<file path="src/rtl/dio_regs.vh">
`ifndef DIO_REGS_VH
`define DIO_REGS_VH
// ----------------------------------------
// Register offsets (byte addresses)
// ----------------------------------------
`define DIO_OFS_CTRL 6'h00
`define DIO_OFS_BSTEP 6'h04
`define DIO_OFS_REF 6'h08
`define DIO_OFS_OVSPD 6'h0C
`define DIO_OFS_STAT 6'h10
`define DIO_OFS_BIAS 6'h14
`define DIO_OFS_SAVED 6'h18
`define DIO_OFS_FREF 6'h1C
`define DIO_OFS_CHGT 6'h20
// ----------------------------------------
// CTRL fields
// ----------------------------------------
`define DIO_C_HOLD 0
`define DIO_C_MSTEP 1
`define DIO_C_OVEN 2
`define DIO_C_OVREF 3
`define DIO_C_PI2EN 4
`define DIO_C_ACCEL 5
`define DIO_C_AGREE 6
`define DIO_C_FCLR 7
`define DIO_CTRL_RST 8'h00
// ----------------------------------------
// Timing
// ----------------------------------------
`define DIO_SAVE_TIME_MS 5000
`define DIO_CLK_KHZ 25000
`endif

</file>
<file path="src/rtl/dio_override.v">
`timescale 1ns/100ps
`include "dio_regs.vh"
module dio_override #(
   parameter SAVE_CYC = `DIO_SAVE_TIME_MS * `DIO_CLK_KHZ,
   parameter FLASH_CYC = 12500000
)(
   input wire MCLK_I,
   input wire SRST_I,
   input wire [5:0] AVS_ADDRESS_I,
   input wire AVS_READ_I,
   input wire AVS_WRITE_I,
   input wire [31:0] AVS_WRITEDATA_I,
   input wire [3:0] AVS_BYTEENABLE_I,
   output reg [31:0] AVS_READDATA_O,
   output reg AVS_WAITREQUEST_O,
   input wire BIAS_UP_I,
   input wire BIAS_DOWN_I,
   input wire KEB_NC_I,
   input wire KEB_NO_I,
   input wire PI2_DIS_NO_I,
   input wire PI2_DIS_NC_I,
   input wire PI2_INV_I,
   input wire PI2_IRST_I,
   input wire PI2_IHOLD_I,
   input wire PI2_PSEL_I,
   input wire OVR_FWD_I,
   input wire OVR_REV_I,
   input wire DRV_EN_I,
   input wire RUN_I,
   input wire ESTOP_I,
   input wire SLEEP_I,
   output reg [15:0] FREQ_REF_O,
   output reg KEB_TRIG_O,
   output reg PI2_ENABLE_O,
   output reg PI2_INVERT_O,
   output reg PI2_INT_CLR_O,
   output reg PI2_INT_HOLD_O,
   output reg PI1_ALT_GAIN_O,
   output reg OVR_ACTIVE_O,
   output reg OVR_DIR_REV_O,
   output reg EXT_FAULT_O,
   output reg FAULT_CLR_O,
   output reg SS_UNLIMITED_O,
   output reg SERIAL_ERR_OFF_O,
   output reg ALARM_FLASH_O,
   output reg RUN_O,
   output reg SLEEP_O
);
// ----------------------------------------
// Pin synchronisers
// ----------------------------------------
localparam NIN = 15;
wire [NIN-1:0] pin_w = {SLEEP_I, ESTOP_I, RUN_I, DRV_EN_I, OVR_REV_I,
   OVR_FWD_I, PI2_PSEL_I, PI2_IHOLD_I, PI2_IRST_I, PI2_INV_I,
   PI2_DIS_NC_I, PI2_DIS_NO_I, KEB_NO_I, KEB_NC_I,
   BIAS_UP_I ^ 1'b0};
reg [NIN-1:0] s1_q, s2_q, s3_q, in_q;
genvar g;
generate
   for (g = 0; g < NIN; g = g + 1)
   begin : g_sync
      always @(posedge MCLK_I)
      begin
         if (SRST_I)
         begin
            s1_q[g] <= 1'b0;
            s2_q[g] <= 1'b0;
            s3_q[g] <= 1'b0;
            in_q[g] <= 1'b0;
         end
         else
         begin
            s1_q[g] <= pin_w[g];
            s2_q[g] <= s1_q[g];
            s3_q[g] <= s2_q[g];
            // Change counts only when stages agree
            if (s2_q[g] == s3_q[g])
               in_q[g] <= s3_q[g];
         end
      end
   end
endgenerate
reg dn_s1_q, dn_s2_q, dn_s3_q, dn_q;
always @(posedge MCLK_I)
begin
   if (SRST_I)
   begin
      dn_s1_q <= 1'b0;
      dn_s2_q <= 1'b0;
      dn_s3_q <= 1'b0;
      dn_q <= 1'b0;
   end
   else
   begin
      dn_s1_q <= BIAS_DOWN_I;
      dn_s2_q <= dn_s1_q;
      dn_s3_q <= dn_s2_q;
      if (dn_s2_q == dn_s3_q)
         dn_q <= dn_s3_q;
   end
end
wire up_w = in_q[0];
wire dn_w = dn_q;
wire keb_nc_w = in_q[1];
wire keb_no_w = in_q[2];
wire dis_no_w = in_q[3];
wire dis_nc_w = in_q[4];
wire inv_w = in_q[5];
wire irst_w = in_q[6];
wire ihold_w = in_q[7];
wire psel_w = in_q[8];
wire ofwd_w = in_q[9];
wire orev_w = in_q[10];
wire en_w = in_q[11];
wire run_w = in_q[12];
wire estop_w = in_q[13];
wire sleep_w = in_q[14];
// ----------------------------------------
// Registers
// ----------------------------------------
reg [7:0] ctrl_q;
reg [15:0] bstep_q, ref_q, ovspd_q, chgt_q, saved_q;
reg signed [16:0] bias_q;
reg [15:0] fout_q;
wire hold_w = ctrl_q[`DIO_C_HOLD];
wire mstep_w = ctrl_q[`DIO_C_MSTEP];
wire wr_w = AVS_WRITE_I & ~AVS_WAITREQUEST_O;
// Read data loads in the wait cycle so it stands at acceptance
wire rd_w = AVS_READ_I & AVS_WAITREQUEST_O;
// Merge write data by byte lanes
function [15:0] merge16;
   input [15:0] old;
   input [31:0] wd;
   input [3:0] be;
   begin
      merge16[7:0] = be[0] ? wd[7:0] : old[7:0];
      merge16[15:8] = be[1] ? wd[15:8] : old[15:8];
   end
endfunction
// ----------------------------------------
// Override sequencing
// ----------------------------------------
wire ov_req_w = ctrl_q[`DIO_C_OVEN] & (ofwd_w ^ orev_w);
wire both_w = ctrl_q[`DIO_C_OVEN] & ofwd_w & orev_w;
wire ov_ok_w = ov_req_w & ~en_w;
reg ov_q;
reg run_armed_q;
reg [23:0] fl_cnt_q;
// ----------------------------------------
// Bias logic
// ----------------------------------------
reg [15:0] ref_prev_q;
reg signed [16:0] bias_prev_q;
reg [31:0] st_cnt_q;
reg chg_hold_q;
reg [15:0] chg_cnt_q;
wire ref_chg_w = ref_q != ref_prev_q;
wire bias_chg_w = bias_q != bias_prev_q;
wire up_only_w = up_w & ~dn_w;
wire dn_only_w = dn_w & ~up_w;
wire ramp_w = ctrl_q[`DIO_C_ACCEL];
wire agree_w = ctrl_q[`DIO_C_AGREE];
always @(posedge MCLK_I)
begin
   if (SRST_I)
   begin
      ctrl_q <= `DIO_CTRL_RST;
      bstep_q <= 16'h0000;
      ref_q <= 16'h0000;
      ovspd_q <= 16'h0000;
      chgt_q <= 16'h0000;
      saved_q <= 16'h0000;
      bias_q <= 17'h00000;
      bias_prev_q <= 17'h00000;
      ref_prev_q <= 16'h0000;
      st_cnt_q <= 32'h00000000;
      chg_cnt_q <= 16'h0000;
      chg_hold_q <= 1'b0;
      ov_q <= 1'b0;
      run_armed_q <= 1'b0;
      fl_cnt_q <= 24'h000000;
      AVS_WAITREQUEST_O <= 1'b1;
      AVS_READDATA_O <= 32'h00000000;
      FREQ_REF_O <= 16'h0000;
      KEB_TRIG_O <= 1'b0;
      PI2_ENABLE_O <= 1'b0;
      PI2_INVERT_O <= 1'b0;
      PI2_INT_CLR_O <= 1'b0;
      PI2_INT_HOLD_O <= 1'b0;
      PI1_ALT_GAIN_O <= 1'b0;
      OVR_ACTIVE_O <= 1'b0;
      OVR_DIR_REV_O <= 1'b0;
      EXT_FAULT_O <= 1'b0;
      FAULT_CLR_O <= 1'b0;
      SS_UNLIMITED_O <= 1'b0;
      SERIAL_ERR_OFF_O <= 1'b0;
      ALARM_FLASH_O <= 1'b0;
      RUN_O <= 1'b0;
      SLEEP_O <= 1'b0;
   end
   else
   begin
      // Bus: one wait cycle, then answer
      AVS_WAITREQUEST_O <= ~((AVS_READ_I | AVS_WRITE_I) &
         AVS_WAITREQUEST_O);
      if (wr_w)
      begin
         if (AVS_ADDRESS_I == `DIO_OFS_CTRL)
         begin
            if (AVS_BYTEENABLE_I[0])
               ctrl_q <= AVS_WRITEDATA_I[7:0];
         end
         else if (AVS_ADDRESS_I == `DIO_OFS_BSTEP)
            bstep_q <= merge16(bstep_q, AVS_WRITEDATA_I,
               AVS_BYTEENABLE_I);
         else if (AVS_ADDRESS_I == `DIO_OFS_REF)
            ref_q <= merge16(ref_q, AVS_WRITEDATA_I, AVS_BYTEENABLE_I);
         else if (AVS_ADDRESS_I == `DIO_OFS_OVSPD)
            ovspd_q <= merge16(ovspd_q, AVS_WRITEDATA_I,
               AVS_BYTEENABLE_I);
         else if (AVS_ADDRESS_I == `DIO_OFS_CHGT)
            chgt_q <= merge16(chgt_q, AVS_WRITEDATA_I,
               AVS_BYTEENABLE_I);
      end
      if (rd_w)
      begin
         // Unmapped reads return zero
         if (AVS_ADDRESS_I == `DIO_OFS_CTRL)
            AVS_READDATA_O <= {24'h000000, ctrl_q};
         else if (AVS_ADDRESS_I == `DIO_OFS_BSTEP)
            AVS_READDATA_O <= {16'h0000, bstep_q};
         else if (AVS_ADDRESS_I == `DIO_OFS_REF)
            AVS_READDATA_O <= {16'h0000, ref_q};
         else if (AVS_ADDRESS_I == `DIO_OFS_OVSPD)
            AVS_READDATA_O <= {16'h0000, ovspd_q};
         else if (AVS_ADDRESS_I == `DIO_OFS_STAT)
            AVS_READDATA_O <= {24'h000000, chg_hold_q, RUN_O,
               EXT_FAULT_O, OVR_DIR_REV_O, ov_q, KEB_TRIG_O,
               PI2_ENABLE_O, ALARM_FLASH_O};
         else if (AVS_ADDRESS_I == `DIO_OFS_BIAS)
            AVS_READDATA_O <= {{15{bias_q[16]}}, bias_q};
         else if (AVS_ADDRESS_I == `DIO_OFS_SAVED)
            AVS_READDATA_O <= {16'h0000, saved_q};
         else if (AVS_ADDRESS_I == `DIO_OFS_FREF)
            AVS_READDATA_O <= {16'h0000, FREQ_REF_O};
         else if (AVS_ADDRESS_I == `DIO_OFS_CHGT)
            AVS_READDATA_O <= {16'h0000, chgt_q};
         else
            AVS_READDATA_O <= 32'h00000000;
      end
      // Bias adjust
      ref_prev_q <= ref_q;
      bias_prev_q <= bias_q;
      // Reference moving in a ramp freezes bias until agree
      if (~mstep_w & ramp_w & ref_chg_w)
         chg_cnt_q <= chg_cnt_q + 16'h0001;
      else if (~ramp_w)
         chg_cnt_q <= 16'h0000;
      if (~mstep_w & ramp_w & (chg_cnt_q > chgt_q))
         chg_hold_q <= 1'b1;
      else if (agree_w)
         chg_hold_q <= 1'b0;
      if (mstep_w & hold_w & ref_chg_w)
         bias_q <= 17'h00000;
      else if (chg_hold_q)
         bias_q <= bias_q;
      else if (bstep_q == 16'h0000)
      begin
         if (up_only_w)
            bias_q <= bias_q + 17'h00001;
         else if (dn_only_w)
            bias_q <= bias_q - 17'h00001;
         else if (~hold_w)
            bias_q <= 17'h00000;
         // Else hold keeps bias
      end
      else
      begin
         if (up_only_w)
            bias_q <= {1'b0, bstep_q};
         else if (dn_only_w)
            bias_q <= 17'h00000 - {1'b0, bstep_q};
         else if (~hold_w)
            bias_q <= 17'h00000;
      end
      // Steady timer
      if (ref_chg_w | bias_chg_w | ~hold_w | bias_q == 17'h00000)
         st_cnt_q <= 32'h00000000;
      else if (st_cnt_q >= SAVE_CYC - 1)
      begin
         st_cnt_q <= 32'h00000000;
         if (mstep_w)
         begin
            ref_q <= ref_q + bias_q[15:0];
            ref_prev_q <= ref_q + bias_q[15:0];
            bias_q <= 17'h00000;
         end
         else
            saved_q <= bias_q[15:0];
      end
      // Counts only while bias and reference stand
      else
         st_cnt_q <= st_cnt_q + 32'h00000001;
      // Override state
      FAULT_CLR_O <= 1'b0;
      if (ov_ok_w & ~ov_q)
      begin
         ov_q <= 1'b1;
         FAULT_CLR_O <= 1'b1;
      end
      else if (~ov_req_w)
         ov_q <= 1'b0;
      EXT_FAULT_O <= both_w;
      // Drive enable gating of normal run
      if (~run_w)
         run_armed_q <= 1'b1;
      else if (~en_w)
         run_armed_q <= 1'b0;
      RUN_O <= ov_q | (run_w & en_w & run_armed_q & ~estop_w);
      SLEEP_O <= sleep_w & ~ov_q;
      OVR_ACTIVE_O <= ov_q;
      OVR_DIR_REV_O <= ov_q & orev_w;
      SS_UNLIMITED_O <= ov_q;
      SERIAL_ERR_OFF_O <= ov_q;
      if (~ov_q | fl_cnt_q >= FLASH_CYC - 1)
         fl_cnt_q <= 24'h000000;
      else
         fl_cnt_q <= fl_cnt_q + 24'h000001;
      if (~ov_q)
         ALARM_FLASH_O <= 1'b0;
      else if (fl_cnt_q == 24'h000000)
         ALARM_FLASH_O <= ~ALARM_FLASH_O;
      if (ov_q)
         FREQ_REF_O <= ctrl_q[`DIO_C_OVREF] ? ref_q : ovspd_q;
      else
         FREQ_REF_O <= ref_q + bias_q[15:0];
      // Ride-through and secondary PI
      KEB_TRIG_O <= ~keb_nc_w | keb_no_w;
      PI2_ENABLE_O <= ctrl_q[`DIO_C_PI2EN] & ~dis_no_w & dis_nc_w;
      PI2_INVERT_O <= inv_w;
      PI2_INT_CLR_O <= irst_w;
      PI2_INT_HOLD_O <= ihold_w;
      PI1_ALT_GAIN_O <= psel_w & ~ctrl_q[`DIO_C_PI2EN];
   end
end
endmodule // dio_override

</file>
<file path="config.mk">
export PLATFORM = sky130hd
export DESIGN_NAME = dio_override
export DESIGN_NICKNAME = d
export VERILOG_FILES = /design/src/rtl/dio_override.v
export VERILOG_INCLUDE_DIRS = /design/src /design/src/rtl
export SDC_FILE = /design/constraint.sdc
export NUM_CORES = 1
export LEC_CHECK = 0
export BUFFER_PORTS_ARGS = -buffer_cell sky130_fd_sc_hd__buf_4
export CAP_MARGIN = 40
export CORE_MARGIN = 4
export CORE_UTILIZATION = 54
export DETAILED_ROUTE_END_ITERATION = 7
export PLACE_DENSITY = 0.72
export SLEW_MARGIN = 20
export SYNTH_ARGS = -nofsm -noshare
export SYNTH_HDL_FRONTEND = slang
export SYNTH_SLANG_ARGS = --single-unit
</file>
<file path="constraint.sdc">
create_clock -name MCLK_I -period 2.75 [get_ports MCLK_I]
set_clock_uncertainty 0.2 [all_clocks]
set_input_delay 0.55 -clock MCLK_I [delete_from_list [all_inputs] [get_ports MCLK_I]]
set_output_delay 0.55 -clock MCLK_I [all_outputs]
set_load 0.01 [all_outputs]
</file>
==> flow_metrics.py <==
metrics = {
    "outcome": {
        "run_status": "complete, but fails checks",
        "failed_checks": "setup timing",
    },
    "layout": {
        "antenna_cells": 0,
        "layout-area-overhead-vs-synth_pct": 23.70,
        "stdcell_area_um2": 19060,
        "final_layout_size_suffix_gt1_frac": 0.2057,
        "fillCellCount": 2248,
        "nNetsFinal": 2079,
    },
    "route": {
        "final_antenna_net_count": 0,
        "route.detailed.wl_per_inst_um": 18.67,
        "totalWireLength_mm": 44.44,
        "drt_pass1_iterations": 7,
        "remaining_drc_errors": 0,
        "vias": 14155,
        "avgViaCountPerCell": 5.945,
        "drt_iter0_markers": 1266,
    },
    "setup_path": {
        "timing.critical_path.to_type": "flop",
        "crit_fanout": 4,
        "critical_path_arrival_ps": 3140,
        "rr_worst_depth": 10,
        "start_kind": "flop",
        "r2r-end": "ref_q[15]$_SDFF_PP0_",
        "worst-setup-path-type": "reg2reg",
        "origin_of_the_critical_flop_to_flop_path": "ref_q[14]$_SDFF_PP0_",
        "reg2reg_slack_ps": -130,
        "worst-endpoint-required_ps": 3010,
    },
    "power_and_ir_drop": {
        "share_seq_of_total_power": 0.473,
        "p_sw_frac": 0.2183,
        "pleak_nw": 7.592,
        "internal-power_mw": 7.864,
        "power_switching_mw": 2.196,
        "clock_power_share": 0.491,
        "power.share.combinational": 0.036,
        "total_power_per_unit_cell_area_nw_per_um2": 527.8,
        "vdd.ir_drop.worst_mv": 0.5359,
    },
    "sta": {
        "final_period_minus_worst_setup_slack_ps": 2878,
        "grt_setup_unrepaired": "yes",
        "worst_slew_pin_slew_ps": 721.6,
        "tns_ps": -2547,
        "final_hold_viol_count": 0,
        "worst_max_slew_margin_expressed_relative_to_the_limit": 0.5184,
        "endpoints_failing_setup": 56,
        "layout_setup_ws_ps": -128.2,
        "timing.final.max_slew_violations": 0,
        "fmaxAchievable_ghz": 0.3474,
        "part_of_the_cycle_the_worst_path_needs": 1.047,
    },
    "clock_network": {
        "worst_setup_hold_path_clk_slew_ps": 60,
        "clock_sinks": 324,
        "h-tree-depth": 2,
        "cts.root.buffer_cell": "clkbuf_16",
        "worstSkewPairLatency_ps": 530,
        "postCtsHoldBufs": 0,
        "ctsLongestPathBuffers": 3,
        "cts_buf_count": 36,
        "tritoncts_clock_tree": "done",
    },
    "synthesis": {
        "synth.lib_cells_used.distinct": 69,
        "synth_flop_cell": "dfxtp_1",
        "yosysTopAreaCellShare": 0.4209,
        "synth.area.top_cells": "dfxtp_1 42%, mux2i_1 5.5%, nor2_1 5.5%, nand2_1 3.8%, a21oi_1 3.7%",
        "synth_cells": 1789,
        "postSynth.asyncResetShare": 0,
        "ys_top_cells_by_count": "324 x dfxtp_1, 224 x nor2_1, 155 x nand2_1",
        "netlist_area_um2": 15410,
        "ys_seq_elements": 324,
        "synth-edff-count": 0,
        "post-synth-top-count-cell": "dfxtp_1",
        "mean_cell_area_of_the_mapped_netlist_um2": 8.614,
        "yosys_warning_count": 0,
        "synth-seq-area-share": 0.4209,
        "synth.largest_area_cell": "dfxtp_1",
    },
    "worst_hold_path": {
        "worst_hold_path.num_cells": 2,
        "hold_path_end": "dn_s1_q$_SDFF_PP0_",
        "worstHoldStart": "BIAS_DOWN_I",
        "holdCritPathClass": "in2reg",
    },
    "global_route": {
        "grt_first_pass_wirelength_mm": 70.50,
        "vias_in_the_first_global_route": 13514,
        "global_route_total_overflow": 0,
        "grt_use_total": 0.2758,
        "grt_start_max_net_pins": 114,
        "initial_antenna_violation_count": 0,
    },
    "floorplan": {
        "fp.coreArea_um2": 27930,
        "die_area_um2": 31310,
        "die_x_um": 176.9,
        "ios": 126,
        "row_count": 61,
        "initial_core_utilization": 0.5517,
        "die_height_um": 176.9,
    },
    "placement": {
        "io_buffers": 107,
        "placement.cell_area_um2": 17430,
        "detailed_placer_s_ending_hpwl_mm": 31.42,
        "place.gp.congestion": 0.9422,
    },
    "flow_run": {
        "cap_violations": 0,
    },
}
==> how the worst max path moves through the flow <==
stage,startpoint,endpoint,slack (ps)
5_1_grt,ref_q[14]$_SDFF_PP0_,ref_prev_q[15]$_SDFF_PP0_,-280
4_1_cts,ref_q[9]$_SDFF_PP0_,saved_q[4]$_SDFFE_PP0P_,-80
2_1_floorplan,ref_q[6]$_SDFF_PP0_,ref_q[15]$_SDFF_PP0_,30
3_5_place_dp,ref_q[14]$_SDFF_PP0_,ref_q[15]$_SDFF_PP0_,-380
3_3_place_gp,ref_q[14]$_SDFF_PP0_,ref_q[15]$_SDFF_PP0_,-410
6_report,ref_q[14]$_SDFF_PP0_,ref_q[15]$_SDFF_PP0_,-130
==> registers in the layout (all words and copies together) (netlist names), 16 cells and up <==
signal / cells
fl_cnt_q: 24
chgt_q: 16
bias_q: 17
chg_cnt_q: 16
saved_q: 16
ovspd_q: 16
bias_prev_q: 17
st_cnt_q: 32
ref_q: 16
AVS_READDATA_O: 17
FREQ_REF_O: 16
ref_prev_q: 16
bstep_q: 16
==> what timing repair did <==
action	in CTS	in global routing
resized for setup	18	52
cloned	1	1
pin swaps	10	17
endpoints found under the hold margin	0	0
setup buffers	6	6
endpoints found under the setup margin	99	83
==> worst max-delay path, cell delays in order (launching register included) <==
cell	delay (ps)
dfxtp_2	330
xor2_2	180
nor4_4	350
buf_4	160
nand4_1	190
nor4_2	200
o211ai_1	180
buf_4	190
or2_4	250
or4_4	500
nand3_2	80
==> placed cells by master, fill, tap and decap left out, types with 25 or more instances in the layout <==
cell type and instances:
dfxtp_1 314, buf_4 257, nor2_1 220, nand2_1 154
a21oi_1 113, mux2i_1 84, nor2b_1 82, xor2_1 62
nand3_1 57, o21ai_0 49, inv_1 46, xnor2_1 41
clkbuf_16 38, nor3_1 34, a211oi_1 33, ha_1 31
nand4_1 30, a221oi_1 25
==> layer usage <==
metal | wire length [um] | part of all wire | global-route usage
met3 | 3331 | 0.075 | 0.04080
met1 | 19080 | 0.43 | 0.3761
met5 | 0 | 0 | 0
met2 | 20440 | 0.46 | 0.4487
met4 | 1587 | 0.036 | 0.09736
==> logic make-up (layout without fill, tap and decap cells) <==
family	after synthesis	count (layout)	synth area share
simple gates	692	692	0.2165
compound gates	358	358	0.1539
flops	324	324	0.4209
buf+inv	173	383	0.04758
xor+xnor	106	106	0.06024
mux	95	95	0.06771
fa+ha+maj	40	40	0.03296
other cells	1	5	0.0002433
==> layout make-up <==
cell class | instances | area [um2] | area share
clock buffer | 44 | 1002 | 0.05257
clock inverter | 20 | 215.2 | 0.01129
inverter | 47 | 176.4 | 0.009254
multi-input combinational | 1296 | 8512 | 0.4465
sequential | 324 | 6499 | 0.3409
tap | 378 | 473.0 | 0.02481
timing repair buffer | 272 | 2186 | 0.1147
==> metrics by stage <==
stage                     setup WS, ps  total power [mW]  cells  utilization  hold WS [ps]
after floorplan                  31.88             5.028   1793            -         213.8
after global placement          -406.1             5.202   2305       0.6238         220.7
after detailed placement        -381.0             5.208   2305       0.6238         223.1
after CTS                       -80.66             10.11   2376       0.6733         20.91
after global routing            -281.2             10.37   2381       0.6824         38.52
final                           -128.2             10.06   2381       0.6824         31.31
==> power groups by stage <==
stage	combinational [mW]	sequential, mW	clock (mW)
2_1_floorplan	0.164	4.86	0
3_3_place_gp	0.337	4.86	0
3_5_place_dp	0.342	4.87	0
4_1_cts	0.344	4.76	5.00
5_1_grt	0.386	4.76	5.22
6_report	0.360	4.76	4.94
Power figures use the tool's default switching activity.
